<file path="src/aoir_pkg.sv">
/*
 * Package for the adapter option and local I/O register bank.
 * Holds the register offsets, field positions, reset values, timer counts and the carrier structs.
 * Assumes a single clock and byte-wide host accesses.
 */
package aoir_pkg;
   // **********************************************************************
   // Register offsets (option bytes carry the 0x100 page)
   // **********************************************************************
   localparam logic [8:0] ADDR_CTRL_WAIT   = 9'h000;
   localparam logic [8:0] ADDR_DMA_BURST   = 9'h001;
   localparam logic [8:0] ADDR_INT_ENABLE  = 9'h002;
   localparam logic [8:0] ADDR_INT_ACK_STS = 9'h003;
   localparam logic [8:0] ADDR_TIMER_COUNT = 9'h004;
   localparam logic [8:0] ADDR_SW_DMA_REQ  = 9'h005;
   localparam logic [8:0] ADDR_OPT_ARB     = 9'h102;
   localparam logic [8:0] ADDR_OPT_ROUTE   = 9'h104;
   localparam logic [8:0] ADDR_OPT_CHECK   = 9'h105;

   // **********************************************************************
   // Field positions
   // **********************************************************************
   localparam int CTRL_SWRST_BIT   = 7;
   localparam int CTRL_TIMER_BIT   = 6;
   localparam int CTRL_IOWAIT_LSB  = 3;
   localparam int CTRL_MEMWAIT_LSB = 0;
   localparam int BURST_LSB        = 4;
   localparam int DMAEN_LSB        = 0;
   localparam int INT_LSB          = 2;
   localparam int TTEST_BIT        = 7;
   localparam int ANYINT_BIT       = 7;
   localparam int COMBINE_LSB      = 6;
   localparam int SWREQ_LSB        = 0;
   localparam int ARB_LOCAL_ARBITER_ENABLE_BIT    = 7;
   localparam int ARB_STROBE_BIT   = 6;
   localparam int ARB_SYNCB_BIT    = 5;
   localparam int ARB_LEVEL_LSB    = 1;
   localparam int ARB_CEN_BIT      = 0;
   localparam int CHK_CHCK_BIT     = 7;
   localparam int CHK_STATUS_BIT   = 6;
   localparam int CHK_FAIR_BIT     = 4;
   localparam int CHK_LEVEL_LSB    = 0;

   // **********************************************************************
   // Reset values and timing counts
   // **********************************************************************
   localparam logic [7:0] RST_CTRL_WAIT  = 8'h00;
   localparam logic [7:0] RST_OPT_ARB    = 8'h00;
   localparam logic [7:0] RST_OPT_ROUTE  = 8'h00;
   localparam logic [7:0] RST_OPT_CHECK  = 8'h90;
   localparam logic [7:0] TIMER_TOP      = 8'hff;
   localparam int         TIMER_PRESCALE = 64;
   localparam logic [2:0] WAIT_NONE      = 3'h7;
   localparam logic [2:0] WAIT_SYNC      = 3'h6;
   localparam int         WAIT_ASYNC_SUM = 7;

   typedef struct packed {
      logic       wr;
      logic       rd;
      logic [8:0] addr;
      logic [7:0] wdata;
   } aoir_bus_type;

   typedef struct packed {
      logic       local_arbiter_enable;
      logic       strobe_mode_select;
      logic       sync_burst_release;
      logic [3:0] arb_level_one;
      logic [3:0] arb_level_two;
      logic       fairness;
      logic [1:0] burst_en;
      logic [1:0] dma_en;
   } aoir_dma_cfg_type;
endpackage : aoir_pkg

</file>
<file path="src/aoir_regs.sv">
/*
 * Option and local I/O register bank with timer, interrupt capture and routing, wait-line timing and DMA requests.
 * Assumes host bus accesses are single-cycle strobes synchronous to i_ref_clk, decoded by the chip selects.
 */
`timescale 1ns/1ps
// Behaviour
// - Option byte five bit six stores check-status
// - Unused bits ignored on write, read zero
// - Fairness bit reaches arbiter, resets to one
// - Four-bit arbitration level for second request line
// - Local reg zero bit seven drives reset out
// - Local reg zero bit six enables timer
// - I/O wait field applied on I/O cycles
// - Memory wait field applied on memory cycles
// - Wait code seven none, six sync, else async
// - Per-channel burst enable bits, reset zero
// - Per-channel DMA enable bits, reset zero
// - Rising edge of each source latched always
// - Enables gate flags onto mapped host line
// - Timer test bit runs upper nibble only
// - Acknowledge write of one clears flag
// - Status top bit ORs all flags
// - Status bits six to two show flags
// - Count write is reload value at 255
// - Count read returns live counter
// - Combine bit ANDs or ORs requests
// - Software request set, cleared by terminal count
// - Card enable gates interrupt, DMA, wait logic
// - Timer counts at clock over 64, toggles
// - Two-bit route field per external source, timer shares the first, reset 00
// - Active-low check bit drives check output
module aoir_regs #(
   parameter int PRESCALE = aoir_pkg::TIMER_PRESCALE
) (
   input  wire logic                      i_ref_clk,
   input  wire logic                      i_reset,
   input  wire logic                      i_local_register_select_n,
   input  wire logic                      i_option_select_n,
   input  wire aoir_pkg::aoir_bus_type    i_bus,
   input  wire logic                      i_board_select_n,
   input  wire logic                      i_cycle_start,
   input  wire logic                      i_mem_io,
   input  wire logic [4:0]                i_int_src,
   input  wire logic [1:0]                i_dma_hw_req,
   input  wire logic [1:0]                i_dma_owns_bus,
   input  wire logic                      i_terminal_count_n,
   input  wire logic                      i_channel_check_input,
   output logic      [7:0]                o_rdata,
   output logic      [3:0]                o_irq_n,
   output logic                           o_external_reset_output,
   output logic                           o_timer_out,
   output logic                           o_bus_wait_line,
   output logic                           o_card_enable_output,
   output logic                           o_channel_check_n,
   output logic                           o_check_status_present,
   output logic      [1:0]                o_dma_req,
   output aoir_pkg::aoir_dma_cfg_type     o_dma_cfg
);
   // ***********************************************************************
   // Register storage
   // ***********************************************************************
   logic [7:0] ctrl_r;
   logic [1:0] burst_r, dmaen_r, combine_r, swreq_r;
   logic [4:0] int_en_r, flag_r, src_d_r;
   logic       ttest_r;
   logic [7:0] reload_r, count_r;
   logic [7:0] arb_r, route_r;
   logic       chck_n_r, chk_st_r, fair_r;
   logic [3:0] lvl2_r;
   logic [$clog2(PRESCALE)-1:0] pre_r;
   logic [2:0] wait_cnt_r;
   logic       wait_act_r;
   logic       card_enable_output;
   logic       wr_loc, wr_opt, rd_sel;
   logic [7:0] rdata_nxt;
   logic [3:0] irq_nxt;

   function automatic logic [2:0] wait_clocks(input logic [2:0] code);
      // Code 5 holds 2 clocks down to code 0 holding 7
      wait_clocks = 3'(aoir_pkg::WAIT_ASYNC_SUM - int'(code));
   endfunction : wait_clocks

   assign card_enable_output    = arb_r[aoir_pkg::ARB_CEN_BIT];
   assign wr_loc = i_bus.wr && !i_local_register_select_n;
   assign wr_opt = i_bus.wr && !i_option_select_n;
   assign rd_sel = i_bus.rd && !(i_local_register_select_n && i_option_select_n);

   // ***********************************************************************
   // Option bytes
   // ***********************************************************************
   always_ff @(posedge i_ref_clk) begin
      if (i_reset) begin
         arb_r    <= aoir_pkg::RST_OPT_ARB;
         route_r  <= aoir_pkg::RST_OPT_ROUTE;
         chck_n_r <= aoir_pkg::RST_OPT_CHECK[aoir_pkg::CHK_CHCK_BIT];
         chk_st_r <= aoir_pkg::RST_OPT_CHECK[aoir_pkg::CHK_STATUS_BIT];
         fair_r   <= aoir_pkg::RST_OPT_CHECK[aoir_pkg::CHK_FAIR_BIT];
         lvl2_r   <= aoir_pkg::RST_OPT_CHECK[3:0];
      end else begin
         if (wr_opt && i_bus.addr == aoir_pkg::ADDR_OPT_ARB) begin
            arb_r <= i_bus.wdata;
         end
         if (wr_opt && i_bus.addr == aoir_pkg::ADDR_OPT_ROUTE) begin
            route_r <= i_bus.wdata;
         end
         if (wr_opt && i_bus.addr == aoir_pkg::ADDR_OPT_CHECK) begin
            chck_n_r <= i_bus.wdata[aoir_pkg::CHK_CHCK_BIT];
            chk_st_r <= i_bus.wdata[aoir_pkg::CHK_STATUS_BIT];
            fair_r   <= i_bus.wdata[aoir_pkg::CHK_FAIR_BIT];
            lvl2_r   <= i_bus.wdata[aoir_pkg::CHK_LEVEL_LSB +: 4];
         end else if (i_channel_check_input) begin
            // External check pulls the bit low; a same-cycle write wins, and a still-high input pulls it low again next cycle
            chck_n_r <= 1'b0;
         end
      end
   end

   // ***********************************************************************
   // Local registers 0, 1, 2 and the timer test bit
   // ***********************************************************************
   always_ff @(posedge i_ref_clk) begin
      if (i_reset) begin
         ctrl_r   <= aoir_pkg::RST_CTRL_WAIT;
         burst_r  <= '0;
         dmaen_r  <= '0;
         int_en_r <= '0;
         ttest_r  <= 1'b0;
      end else if (wr_loc) begin
         // Only defined bits are stored, so reserved bits can never read back nonzero
         unique case (i_bus.addr)
            aoir_pkg::ADDR_CTRL_WAIT: ctrl_r <= i_bus.wdata;
            aoir_pkg::ADDR_DMA_BURST: begin
               burst_r <= i_bus.wdata[aoir_pkg::BURST_LSB +: 2];
               dmaen_r <= i_bus.wdata[aoir_pkg::DMAEN_LSB +: 2];
            end
            aoir_pkg::ADDR_INT_ENABLE: int_en_r <= i_bus.wdata[aoir_pkg::INT_LSB +: 5];
            aoir_pkg::ADDR_INT_ACK_STS: ttest_r <= i_bus.wdata[aoir_pkg::TTEST_BIT];
            default: ;
         endcase
      end
   end

   // ***********************************************************************
   // Interrupt capture: a new edge wins over a same-cycle acknowledge
   // ***********************************************************************
   logic [4:0] ack, rise;
   assign ack  = (wr_loc && i_bus.addr == aoir_pkg::ADDR_INT_ACK_STS) ?
                 i_bus.wdata[aoir_pkg::INT_LSB +: 5] : 5'h00;
   logic       timer_wrap;
   logic [4:0] src_all;
   assign src_all = {i_int_src[4:1], o_timer_out};
   assign rise    = src_all & ~src_d_r;

   always_ff @(posedge i_ref_clk) begin
      if (i_reset) begin
         src_d_r <= '0;
         flag_r  <= '0;
      end else begin
         src_d_r <= src_all;
         flag_r  <= (flag_r & ~ack) | rise;
      end
   end

   // ***********************************************************************
   // Timer
   // ***********************************************************************
   logic pre_tick;
   assign pre_tick   = pre_r == ($clog2(PRESCALE))'(PRESCALE - 1);
   // Gated by the enable so a stopped prescaler parked on its last count never fakes a wrap
   assign timer_wrap = ctrl_r[aoir_pkg::CTRL_TIMER_BIT] && pre_tick &&
                       (ttest_r ? count_r[7:4] == 4'hf : count_r == aoir_pkg::TIMER_TOP);

   always_ff @(posedge i_ref_clk) begin
      if (i_reset) begin
         pre_r       <= '0;
         count_r     <= '0;
         reload_r    <= '0;
         o_timer_out <= 1'b0;
      end else begin
         if (wr_loc && i_bus.addr == aoir_pkg::ADDR_TIMER_COUNT) begin
            reload_r <= i_bus.wdata;
         end
         if (ctrl_r[aoir_pkg::CTRL_TIMER_BIT]) begin
            pre_r <= pre_tick ? '0 : pre_r + 1'b1;
            if (timer_wrap) begin
               count_r     <= reload_r;
               o_timer_out <= ~o_timer_out;
            end else if (pre_tick) begin
               // Test mode steps the upper nibble directly
               count_r <= ttest_r ? count_r + 8'h10 : count_r + 8'h01;
            end
         end
      end
   end

   // ***********************************************************************
   // Software DMA requests and combine bits
   // ***********************************************************************
   always_ff @(posedge i_ref_clk) begin
      if (i_reset) begin
         combine_r <= '0;
         swreq_r   <= '0;
      end else begin
         if (wr_loc && i_bus.addr == aoir_pkg::ADDR_SW_DMA_REQ) begin
            combine_r <= i_bus.wdata[aoir_pkg::COMBINE_LSB +: 2];
            swreq_r   <= i_bus.wdata[aoir_pkg::SWREQ_LSB +: 2];
         end
         if (!i_terminal_count_n) begin
            swreq_r <= swreq_r & ~i_dma_owns_bus;
         end
         if (!card_enable_output) begin
            combine_r <= '0;
         end
      end
   end

   always_ff @(posedge i_ref_clk) begin
      if (i_reset) begin
         o_dma_req <= '0;
      end else begin
         for (int c = 0; c < 2; c++) begin
            o_dma_req[c] <= card_enable_output && dmaen_r[c] &&
                            (combine_r[c] ? (swreq_r[c] & i_dma_hw_req[c]) : (swreq_r[c] | i_dma_hw_req[c]));
         end
      end
   end

   // ***********************************************************************
   // Wait-line generator; active high means not ready
   // ***********************************************************************
   logic [2:0] wcode;
   assign wcode = i_mem_io ? ctrl_r[aoir_pkg::CTRL_MEMWAIT_LSB +: 3] :
                             ctrl_r[aoir_pkg::CTRL_IOWAIT_LSB +: 3];

   always_ff @(posedge i_ref_clk) begin
      if (i_reset) begin
         wait_cnt_r <= '0;
         wait_act_r <= 1'b0;
      end else if (i_cycle_start && !i_board_select_n && card_enable_output && wcode != aoir_pkg::WAIT_NONE) begin
         wait_act_r <= 1'b1;
         // Synchronous extension holds one clock; asynchronous codes hold the decoded count
         wait_cnt_r <= (wcode == aoir_pkg::WAIT_SYNC) ? 3'h1 : wait_clocks(wcode);
      end else if (wait_act_r) begin
         wait_cnt_r <= wait_cnt_r - 3'h1;
         // Dropping card enable abandons a running wait
         wait_act_r <= card_enable_output && wait_cnt_r != 3'h1;
      end
   end
   assign o_bus_wait_line = wait_act_r;

   // ***********************************************************************
   // Interrupt routing and read mux
   // ***********************************************************************
   always_comb begin
      irq_nxt = '0;
      for (int s = 0; s < 5; s++) begin
         if (card_enable_output && int_en_r[s] && flag_r[s]) begin
            // The timer shares the first external source's route field; there is no fifth field
            irq_nxt[route_r[((s == 0) ? 0 : 2*(s-1)) +: 2]] = 1'b1;
         end
      end
   end

   always_comb begin
      rdata_nxt = 8'h00;
      unique case ({i_local_register_select_n, i_option_select_n, i_bus.addr})
         {2'b01, aoir_pkg::ADDR_CTRL_WAIT}:   rdata_nxt = ctrl_r;
         {2'b01, aoir_pkg::ADDR_DMA_BURST}:   rdata_nxt = {2'b00, burst_r, 2'b00, dmaen_r};
         {2'b01, aoir_pkg::ADDR_INT_ENABLE}:  rdata_nxt = {1'b0, int_en_r, 2'b00};
         {2'b01, aoir_pkg::ADDR_INT_ACK_STS}: rdata_nxt = {|flag_r, flag_r, 2'b00};
         {2'b01, aoir_pkg::ADDR_TIMER_COUNT}: rdata_nxt = count_r;
         {2'b01, aoir_pkg::ADDR_SW_DMA_REQ}:  rdata_nxt = {combine_r, 4'h0, swreq_r};
         {2'b10, aoir_pkg::ADDR_OPT_ARB}:     rdata_nxt = arb_r;
         {2'b10, aoir_pkg::ADDR_OPT_ROUTE}:   rdata_nxt = route_r;
         {2'b10, aoir_pkg::ADDR_OPT_CHECK}:   rdata_nxt = {chck_n_r, chk_st_r, 1'b0, fair_r, lvl2_r};
         default:                             rdata_nxt = 8'h00;
      endcase
   end

   always_ff @(posedge i_ref_clk) begin
      if (i_reset) begin
         o_rdata                 <= '0;
         o_irq_n                 <= 4'hf;
         o_external_reset_output <= 1'b0;
         o_card_enable_output    <= 1'b0;
         o_channel_check_n       <= 1'b1;
         o_check_status_present  <= 1'b0;
         o_dma_cfg               <= '0;
      end else begin
         o_rdata                 <= rd_sel ? rdata_nxt : 8'h00;
         o_irq_n                 <= ~irq_nxt;
         o_external_reset_output <= ctrl_r[aoir_pkg::CTRL_SWRST_BIT];
         o_card_enable_output    <= card_enable_output;
         o_channel_check_n       <= chck_n_r;
         o_check_status_present  <= chk_st_r;
         o_dma_cfg <= '{local_arbiter_enable: arb_r[aoir_pkg::ARB_LOCAL_ARBITER_ENABLE_BIT],
                        strobe_mode_select:   arb_r[aoir_pkg::ARB_STROBE_BIT],
                        sync_burst_release:   arb_r[aoir_pkg::ARB_SYNCB_BIT],
                        arb_level_one:        arb_r[aoir_pkg::ARB_LEVEL_LSB +: 4],
                        arb_level_two:        lvl2_r,
                        fairness:             fair_r,
                        burst_en:             burst_r & {2{card_enable_output}},
                        dma_en:               dmaen_r & {2{card_enable_output}}};
      end
   end
endmodule : aoir_regs

</file>
<file path="config.mk">
export PLATFORM = sky130hd
export DESIGN_NAME = aoir_regs
export DESIGN_NICKNAME = d
export VERILOG_FILES = /design/src/aoir_pkg.sv /design/src/aoir_regs.sv
export SDC_FILE = /design/constraint.sdc
export NUM_CORES = 1
export LEC_CHECK = 0
export BUFFER_PORTS_ARGS = -buffer_cell sky130_fd_sc_hd__buf_2
export CAP_MARGIN = 20
export CORE_MARGIN = 5
export CORE_UTILIZATION = 50
export DETAILED_ROUTE_END_ITERATION = 12
export GPL_TIMING_DRIVEN = 0
export PLACE_DENSITY = 0.71
export SLEW_MARGIN = 20
export SYNTH_ARGS = -nofsm -noshare
export SYNTH_HDL_FRONTEND = slang
export SYNTH_SLANG_ARGS = --single-unit
</file>
<file path="constraint.sdc">
create_clock -name i_ref_clk -period 3.1 [get_ports i_ref_clk]
set_input_delay 0.465 -clock i_ref_clk [delete_from_list [all_inputs] [get_ports i_ref_clk]]
set_output_delay 0.465 -clock i_ref_clk [all_outputs]
set_load 0.02 [all_outputs]
</file>
# After elaboration in Yosys (flattened, before gate mapping)
# Index checks and enable logic that the tools add are counted.
# W data, S select, Z words.
[word_totals]
register_bits = 116
output_inout_bits = 36
wordCells = 177
[op_classes]
n_addsub = 5
order_cmp = 8
eq_ne = 24
mux = 32
bitwise = 21
n_reduce_logical = 51
[ops]
columns = ["op", "count"]
rows = [
  ["$pmux W8 S9", 1],
  ["$eq A11 B10 Y1 const B", 6],
  ["$logic_and A1 B1 Y1", 34],
  ["$eq A11 B11 Y1 const B", 3],
  ["$eq A9 B9 Y1 const B", 3],
  ["$mux W8", 3],
  ["$mux W4", 5],
  ["$eq A9 B2 Y1 const B", 2],
  ["$eq A9 B3 Y1 const B", 2],
  ["$or A4 B4 Y4", 4],
  ["$lt A2 B3 Y1 const B", 4],
  ["$mux W3", 4],
  ["$reduce_and A2 Y1", 6],
  ["$mux W1", 11],
  ["$and A5 B5 Y5", 2],
  ["$not A5 Y5", 2],
  ["$eq A9 B1 Y1 const B", 1],
  ["$logic_not A9 Y1", 1],
  ["$add A8 B1 Y8 const B", 1],
  ["$add A8 B5 Y8 const B", 1],
  ["$demux W1 S2", 4],
  ["$eq A8 B8 Y1 const B", 1],
  ["$ge A2 B1 Y1 const B", 4],
  ["$add A6 B1 Y6 const B", 1],
  ["22 further kinds", 35],
]

# Longest topological paths before layout
# Gate-level depths: netlist of run 1.
[logic_depth]
word_depth = 14
depth_mapped = 7
depth_no_buf = 6

# Worst setup path after synthesis of run 1
# Ideal clock, no wire load.
[synth_path]
path_type = "input to register"
from = "in i_bus[13] in the netlist's numbering"
to = "reg ctrl_r[0]"
t_arrival_ns = 1.760
t_required_ns = 2.972
setup_slack_ns = 1.213
cell_stages = 5
n_path_buf = 0
path_cell_list = "or4_4 > nor2_1 > nand3_2 > mux2i_1 > nor2_1"
[synth_via]
elab_chain_len = 2
[synth_lines]
columns = ["element", "line", "text"]
rows = [
  ["start: declaration", "aoir_regs.sv:39", "input wire aoir_pkg::aoir_bus_type i_bus,"],
  ["$logic_not A9 Y1", "aoir_regs.sv:130", "unique case (i_bus.addr)"],
  ["$reduce_and A2 Y1 (no line)", "-", ""],
  ["end signal: assignment", "aoir_regs.sv:123", "ctrl_r <= aoir_pkg::RST_CTRL_WAIT;"],
  ["end signal: assignment", "aoir_regs.sv:131", "aoir_pkg::ADDR_CTRL_WAIT: ctrl_r <= i_bus.wdata;"],
  ["end: declaration", "aoir_regs.sv:62", "logic [7:0] ctrl_r;"],
]
# No other way between the ends.
# A chain may end at the register's enable or synchronous reset.

# Worst setup path in the final report of run 1
[layout_path]
from = "reg pre_r[0]"
to = "reg count_r[4]"
[layout_via]
elab_chain_len = 5
[layout_lines]
columns = ["element", "line", "text"]
rows = [
  ["start: declaration", "aoir_regs.sv:70", "logic [$clog2(PRESCALE)-1:0] pre_r;"],
  ["start signal: assignment", "aoir_regs.sv:184", "pre_r <= pre_tick ? '0 : pre_r + 1'b1;"],
  ["$eq A6 B6 Y1 *", "aoir_regs.sv:168", "assign pre_tick = pre_r == ($clog2(PRESCALE))'(PRESCALE - 1);"],
  ["$logic_and A1 B1 Y1 (2 in series)", "aoir_regs.sv:170", "assign timer_wrap = ctrl_r[aoir_pkg::CTRL_TIMER_BIT] && pre_tick &&"],
  ["$reduce_bool A2 Y1 (no line)", "-", ""],
  ["$reduce_and A2 Y1 (no line)", "-", ""],
  ["end signal: assignment", "aoir_regs.sv:186", "count_r <= reload_r;"],
  ["end signal: assignment", "aoir_regs.sv:190", "count_r <= ttest_r ? count_r + 8'h10 : count_r + 8'h01;"],
  ["end: declaration", "aoir_regs.sv:66", "logic [7:0] reload_r, count_r;"],
]
# Every way passes the cells marked *; elsewhere a longest branch is shown, timed or not.

==> results of run 1 <==
registers in the layout (all words and copies together) (netlist names), 2 cells and up:
register	count
int_en_r	5
o_rdata	8
lvl2_r	4
swreq_r	2
dmaen_r	2
pre_r	6
wait_cnt_r	3
arb_r	8
o_dma_cfg	16
o_irq_n	4
count_r	8
flag_r	5
ctrl_r	8
src_d_r	5
burst_r	2
o_dma_req	2
combine_r	2
reload_r	8
route_r	8
kinds of logic (layout without fill, tap and decap cells):
kind of cell,after synthesis,in the layout,synth area share [%]
buf+inv,42,143,3.33
flops,116,116,46.1
fa+ha+maj,7,7,1.64
compound gates,100,100,13.2
mux,43,43,8.66
xor+xnor,11,11,1.91
simple gates,248,248,25.2
cell type report:
type	count	area share (%)
inverters	11	0.669
clock buffers	17	6.71
repair buffers	69	5.59
multi-input cells	409	41.3
well taps	133	2.70
flip-flops and latches	116	37.6
clock inverters	15	3.32
plain buffers	31	2.05
layer usage:
metal	routed length [um]	vias to the layer above	GRT usage, %	part of all wire (%)
li1	-	2184	-	-
met1	6510	2210	30.9	42
met2	7070	207	39.0	46
met3	1240	41	7.71	8.1
met4	529	0	12.3	3.4
met5	0	-	0	0
stage by stage:
| step | instance area, um2 | std cells | total power [W] |
|---|---|---|---|
| after detailed placement | 5550 | 769 | 0.00169 |
| after floorplan | 5040 | 567 | 0.00161 |
| final | 6170 | 801 | 0.00371 |
| after global placement | 5550 | 769 | 0.00169 |
| after global routing | 6170 | 801 | 0.00382 |
| after CTS | 6170 | 801 | 0.00372 |
worst max-delay path: stages, from the launching register on:
cell     delay [ns]
dfxtp_1        0.36
ha_1           0.21
nand4_1        0.25
nor4_1         0.95
nor4_1         0.11
a31oi_1        0.19
a21oi_1        0.08
synth_stat cells, types with 11 or more instances:
cell / number
clkbuf_1: 21
nand2_1: 68
mux2i_1: 38
a21oi_1: 34
nor3_1: 13
nor2_1: 62
nand3_1: 19
nor2b_1: 27
dfxtp_1: 116
a31oi_1: 11
power groups by stage:
stage / Combinational [W] / Sequential [W] / Clock [W]
final: 0.000156 / 0.00151 / 0.00205
after global routing: 0.000166 / 0.00151 / 0.00214
after CTS: 0.000153 / 0.00151 / 0.00206
after detailed placement: 0.000152 / 0.00154 / 0
after global placement: 0.000151 / 0.00154 / 0
after floorplan: 0.0000715 / 0.00154 / 0
final timing paths:
kind / startpoint / to / slack [ns] / cells after the start
max: pre_r[0] / count_r[4] / 0.82 / 6
min: i_int_src[4] / src_d_r[4] / 0.15 / 2
max reg2reg: pre_r[0] / count_r[4] / 0.82 / 6
min reg2reg: arb_r[3] / arb_r[3] / 0.48 / 2
==> impl_metrics.yaml, run 1 <==
critical_path:
  critPathMaxFanout: 6
  endpoint_kind: "register"
  worstPathArrival_ns: 2.68
  start_kind: "register"
  worstSetupPathType: "reg -> reg"
  worstPathRequired_ns: 3.50
power:
  power_density_nw_per_um2: 602
  ir_drop_v: 0.000398
  comb_power_share_pct: 4.2
  p_switching_w: 0.000854
  seqPwrFrac_pct: 40.7
  p_leak_nw: 2.50
  internal_power_w: 0.00286
  netSwitchingFraction_pct: 23.0
  clockPowerShare_pct: 55.1
cts:
  cts_tree: "done"
  ctsRootBufferMaster: "clkbuf_8"
  clock_latency_ns: 0.53
  cts_max_path_buffers: 2
  clock_sinks: 116
  cts_setup_buffers: 0
  ctsHoldBuffers: 0
  cts_buffers: 17
  cts_resized: 0
  cts.reportedPaths.clkPinSlew_ns: 0.06
  ctsHtreeMaxLevel: 4
layout:
  drive_gt1_share_pct: 19.3
  fin_util_pct: 62.9
  final_common_cell: "dfxtp_1"
  diodes: 0
  fillers: 890
  area_growth_pct: 22.4
  multiInputGateArea_um2: 2550
  regArea_um2: 2320
  final_nets: 697
  final_cell_mix: "dfxtp_1 (116), buf_2 (76), nand2_1 (68), nor2_1 (62), mux2i_1 (38)"
timing:
  clock.fmax_mhz: 438
  finalSetupViolCount: 0
  fin_crit_ns: 2.28
  tns_ns: 0
  hold_slack_ns: 0.152
  tightest_slew_ns: 1.04
  fin_ws_ns: 0.818
  finalHoldViolations: 0
  rsz0062_at_grt: "false"
  timing.final.crit_share_pct: 73.6
  fin_skew_ns: 0.00707
  relSlewSlack_pct: 29.8
  final-max-slew-violation-count: 0
job:
  cap_violations: 0
hold_path:
  min_path_type: "in -> reg"
floorplanning:
  ios: 73
  initial_utilization_pct: 51.4
  die_h_um: 110
  fp.dieW_um: 110
  coreArea_um2: 9820
  dieArea_um2: 12200
  core.rowCount: 36
global_routing:
  grtUsageTotal_pct: 24.9
  overflow: 0
  grt_first_pass_wirelength_um: 23900
  grt_pass1_vias: 4592
  grt_max_degree: 17
  antenna_found_initial: 0
logic_synthesis:
  ys_seq_elements: 116
  yosysSeqAreaShare_pct: 46.1
  yosysTopAreaCellShare_pct: 46.1
  synthTopCellsByArea: "dfxtp_1 (46%), mux2i_1 (7.5%), nand2_1 (5.1%)"
  yosys_warnings: 0
  syn_avg_cell_area_um2: 8.89
  synthArstFlopShare_pct: 0
  synthFlopType: "dfxtp_1"
  syn_area_um2: 5040
  yosys.area.top_type: "dfxtp_1"
  synth_edf_count: 0
  netlist_instances: 567
  synthDistinctLibCells: 63
  synth_fp_nets: 609
routing:
  viasPerCell: 5.80
  vias: 4642
  drtIter0Drc: 411
  first_pass_iters: 5
  routed_wl_um: 15300
  antenna_left: 0
  drcViolationCount: 0
  wl_per_cell_um: 19.2
placed_design:
  place.gp.congestion: 0.949
  hpwlAfterDp_um: 10900
  place_ws_ns: 0.741
  numPortBuffers: 69
status:
  status: "finished clean"
Note: power is estimated with default switching activity, not from simulation.
==> run 2, diff against run 1 <==
--- a/config.mk
+++ b/config.mk
@@ -5,13 +5,14 @@
 export SDC_FILE = /design/constraint.sdc
 export NUM_CORES = 1
 export LEC_CHECK = 0
+export ABC_AREA = 1
 export BUFFER_PORTS_ARGS = -buffer_cell sky130_fd_sc_hd__buf_2
 export CAP_MARGIN = 20
 export CORE_MARGIN = 5
 export CORE_UTILIZATION = 50
 export DETAILED_ROUTE_END_ITERATION = 12
 export GPL_TIMING_DRIVEN = 0
-export PLACE_DENSITY = 0.71
+export PLACE_DENSITY = 0.74
 export SLEW_MARGIN = 20
 export SYNTH_ARGS = -nofsm -noshare
 export SYNTH_HDL_FRONTEND = slang
==> constraint.sdc (replaced) <==
create_clock -name i_ref_clk -period 2.01 [get_ports i_ref_clk]
set_input_delay 0.3015 -clock i_ref_clk [delete_from_list [all_inputs] [get_ports i_ref_clk]]
set_output_delay 0.3015 -clock i_ref_clk [all_outputs]
set_load 0.02 [all_outputs]
==> impl_metrics.yaml, run 2 <==
timing:
  rsz0062_at_grt: "false"
  finalHoldViolations: 0
  fin_skew_ns: 0.00561
  timing.final.crit_share_pct: 84.4
  relSlewSlack_pct: 52.8
  fin_crit_ns: 1.70
  clock.fmax_mhz: 590
  finalSetupViolCount: 0
  tightest_slew_ns: 0.702
  tns_ns: 0
  final-max-slew-violation-count: 0
  fin_ws_ns: 0.314
logic_synthesis:
  yosys.area.top_type: "dfxtp_1"
  ys_seq_elements: 116
  synth_edf_count: 0
  synthDistinctLibCells: 35
  yosys_warnings: 0
  synthMostInstantiatedCell: "dfxtp_1"
  synth_fp_nets: 744
  syn_avg_cell_area_um2: 7.25
  synthFlopType: "dfxtp_1"
  synthArstFlopShare_pct: 0
  yosysSeqAreaShare_pct: 45.7
  synthTopCellsByArea: "dfxtp_1 (46%), nand3_1 (8.6%), nand2_1 (7.1%)"
  netlist_instances: 702
  syn_area_um2: 5090
  yosysTopAreaCellShare_pct: 45.7
  ys_top_cells_by_count: "dfxtp_1 (116), nand2_1 (96), nor2_1 (90), nand3_1 (87), inv_1 (83)"
routing:
  vias: 5094
  drtIter0Drc: 402
  routed_wl_um: 16300
  drcViolationCount: 0
  first_pass_iters: 5
  wl_per_cell_um: 17.4
  antenna_left: 0
  viasPerCell: 5.42
layout:
  area_growth_pct: 21.9
  final_cell_mix: "dfxtp_1 (116), nand2_1 (96), nor2_1 (90), nand3_1 (87), inv_1 (83)"
  largest_reg_flops: 16
  final_nets: 836
  top_register: "o_dma_cfg"
  diodes: 0
  drive_gt1_share_pct: 17.4
  final_common_cell: "dfxtp_1"
cts:
  cts_max_path_buffers: 2
  cts_tree: "done"
  cts.reportedPaths.clkPinSlew_ns: 0.06
  ctsHtreeMaxLevel: 4
  clock_latency_ns: 0.53
  cts_buffers: 17
  ctsRootBufferMaster: "clkbuf_8"
  clock_sinks: 116
power:
  seqPwrFrac_pct: 42.7
  ir_drop_v: 0.000570
  clockPowerShare_pct: 53.0
  internal_power_w: 0.00415
  p_switching_w: 0.00129
  p_leak_nw: 2.62
  power_density_nw_per_um2: 878
  netSwitchingFraction_pct: 23.7
  comb_power_share_pct: 4.3
global_routing:
  grt_pass1_vias: 5048
  grtUsageTotal_pct: 27.1
  overflow: 0
  grt_first_pass_wirelength_um: 26200
  grt_max_degree: 17
  antenna_found_initial: 0
floorplanning:
  dieArea_um2: 12300
  core.rowCount: 36
  initial_utilization_pct: 51.6
  coreArea_um2: 9860
  fp.dieW_um: 111
  ios: 73
  die_h_um: 111
placed_design:
  hpwlAfterDp_um: 12200
  place_ws_ns: 0.0633
  numPortBuffers: 70
  place.gp.congestion: 0.954
hold_path:
  hold_depth: 3
  min_path_type: "in -> reg"
critical_path:
  worstSetupPathType: "reg -> reg"
  endpoint_kind: "register"
  critPathMaxFanout: 5
  reg2reg_depth: 5
  crit_path_top_delay_cell: "nor3_1"
  start_kind: "register"
  worstPathArrival_ns: 2.10
  worstPathRequired_ns: 2.42
  slowest_delay_ns: 0.63
  worstPathCellList: "inv_1, nor3_1, nand3_1, nand4_1, nand2_1"
status:
  status: "finished clean"
job:
  cap_violations: 0
## run 2: worst max-delay path: cells and delay by family, from the launching register on
family	cells	cell delay [ns]
and+or+nand+nor	4	0.99
DFF	1	0.40
buffers and inverters	1	0.17
## run 2: logic make-up after synthesis
group	synth area share, %
AOI/OAI and AO/OA	16.0
xor gates and xnor gates	0.861
adders and majority gates	1.23
buffers and inverters	8.88
DFF	45.7
and+or+nand+nor	27.4
## run 2: path summary, 6_finish.rpt
path	start	slack, ns	to
worst max-delay path	arb_r[0]	0.31	o_irq_n[3]
worst min-delay path	i_int_src[1]	0.02	src_d_r[1]
worst max register to register	arb_r[0]	0.31	o_irq_n[3]
worst min register to register	src_d_r[2]	0.43	flag_r[2]
## run 2: power groups by stage
stage                     clock (W)  sequential (W)  combinational (W)
after floorplan                   0         0.00237           0.000106
after global placement            0         0.00237           0.000217
after detailed placement          0         0.00238           0.000222
after CTS                   0.00291         0.00233           0.000228
after global routing        0.00304         0.00233           0.000253
final                       0.00288         0.00233           0.000233
## run 2: area by class of cell
cell class / instances / area, um2
fill: 867 / 3660
inverter: 87 / 327
clock inverter: 14 / 154
buffer: 24 / 125
multi-input combinational: 475 / 2310
clock buffer: 17 / 414
timing repair buffer: 73 / 380
sequential: 116 / 2320
tap: 133 / 166
## run 2: repair_timing
item / in CTS / in global routing
hold endpoints to repair: 3 / 0
hold buffers: 3 / 0
resized for setup: 0 / 0
buffers inserted: 0 / 0
## run 2: per-layer routing
metal	vias up	wire length (um)	GRT usage, %
met1	2321	6710	33.1
met2	228	7590	43.3
li1	2503	-	-
met4	0	642	13.1
met5	-	0	0
met3	42	1380	8.35
## run 2: stage by stage
step / hold slack, ns / area (um2) / std cells / util (%) / total power [W]
2_1_floorplan: 0.400 / 5090 / 702 / - / 0.00248
3_3_place_gp: 0.411 / 5600 / 905 / 56.8 / 0.00259
3_5_place_dp: 0.419 / 5600 / 905 / 56.8 / 0.00260
4_1_cts: 0.00546 / 6200 / 939 / 62.9 / 0.00546
5_1_grt: 0.0201 / 6200 / 939 / 62.9 / 0.00562
6_report: 0.0168 / 6200 / 939 / 62.9 / 0.00544
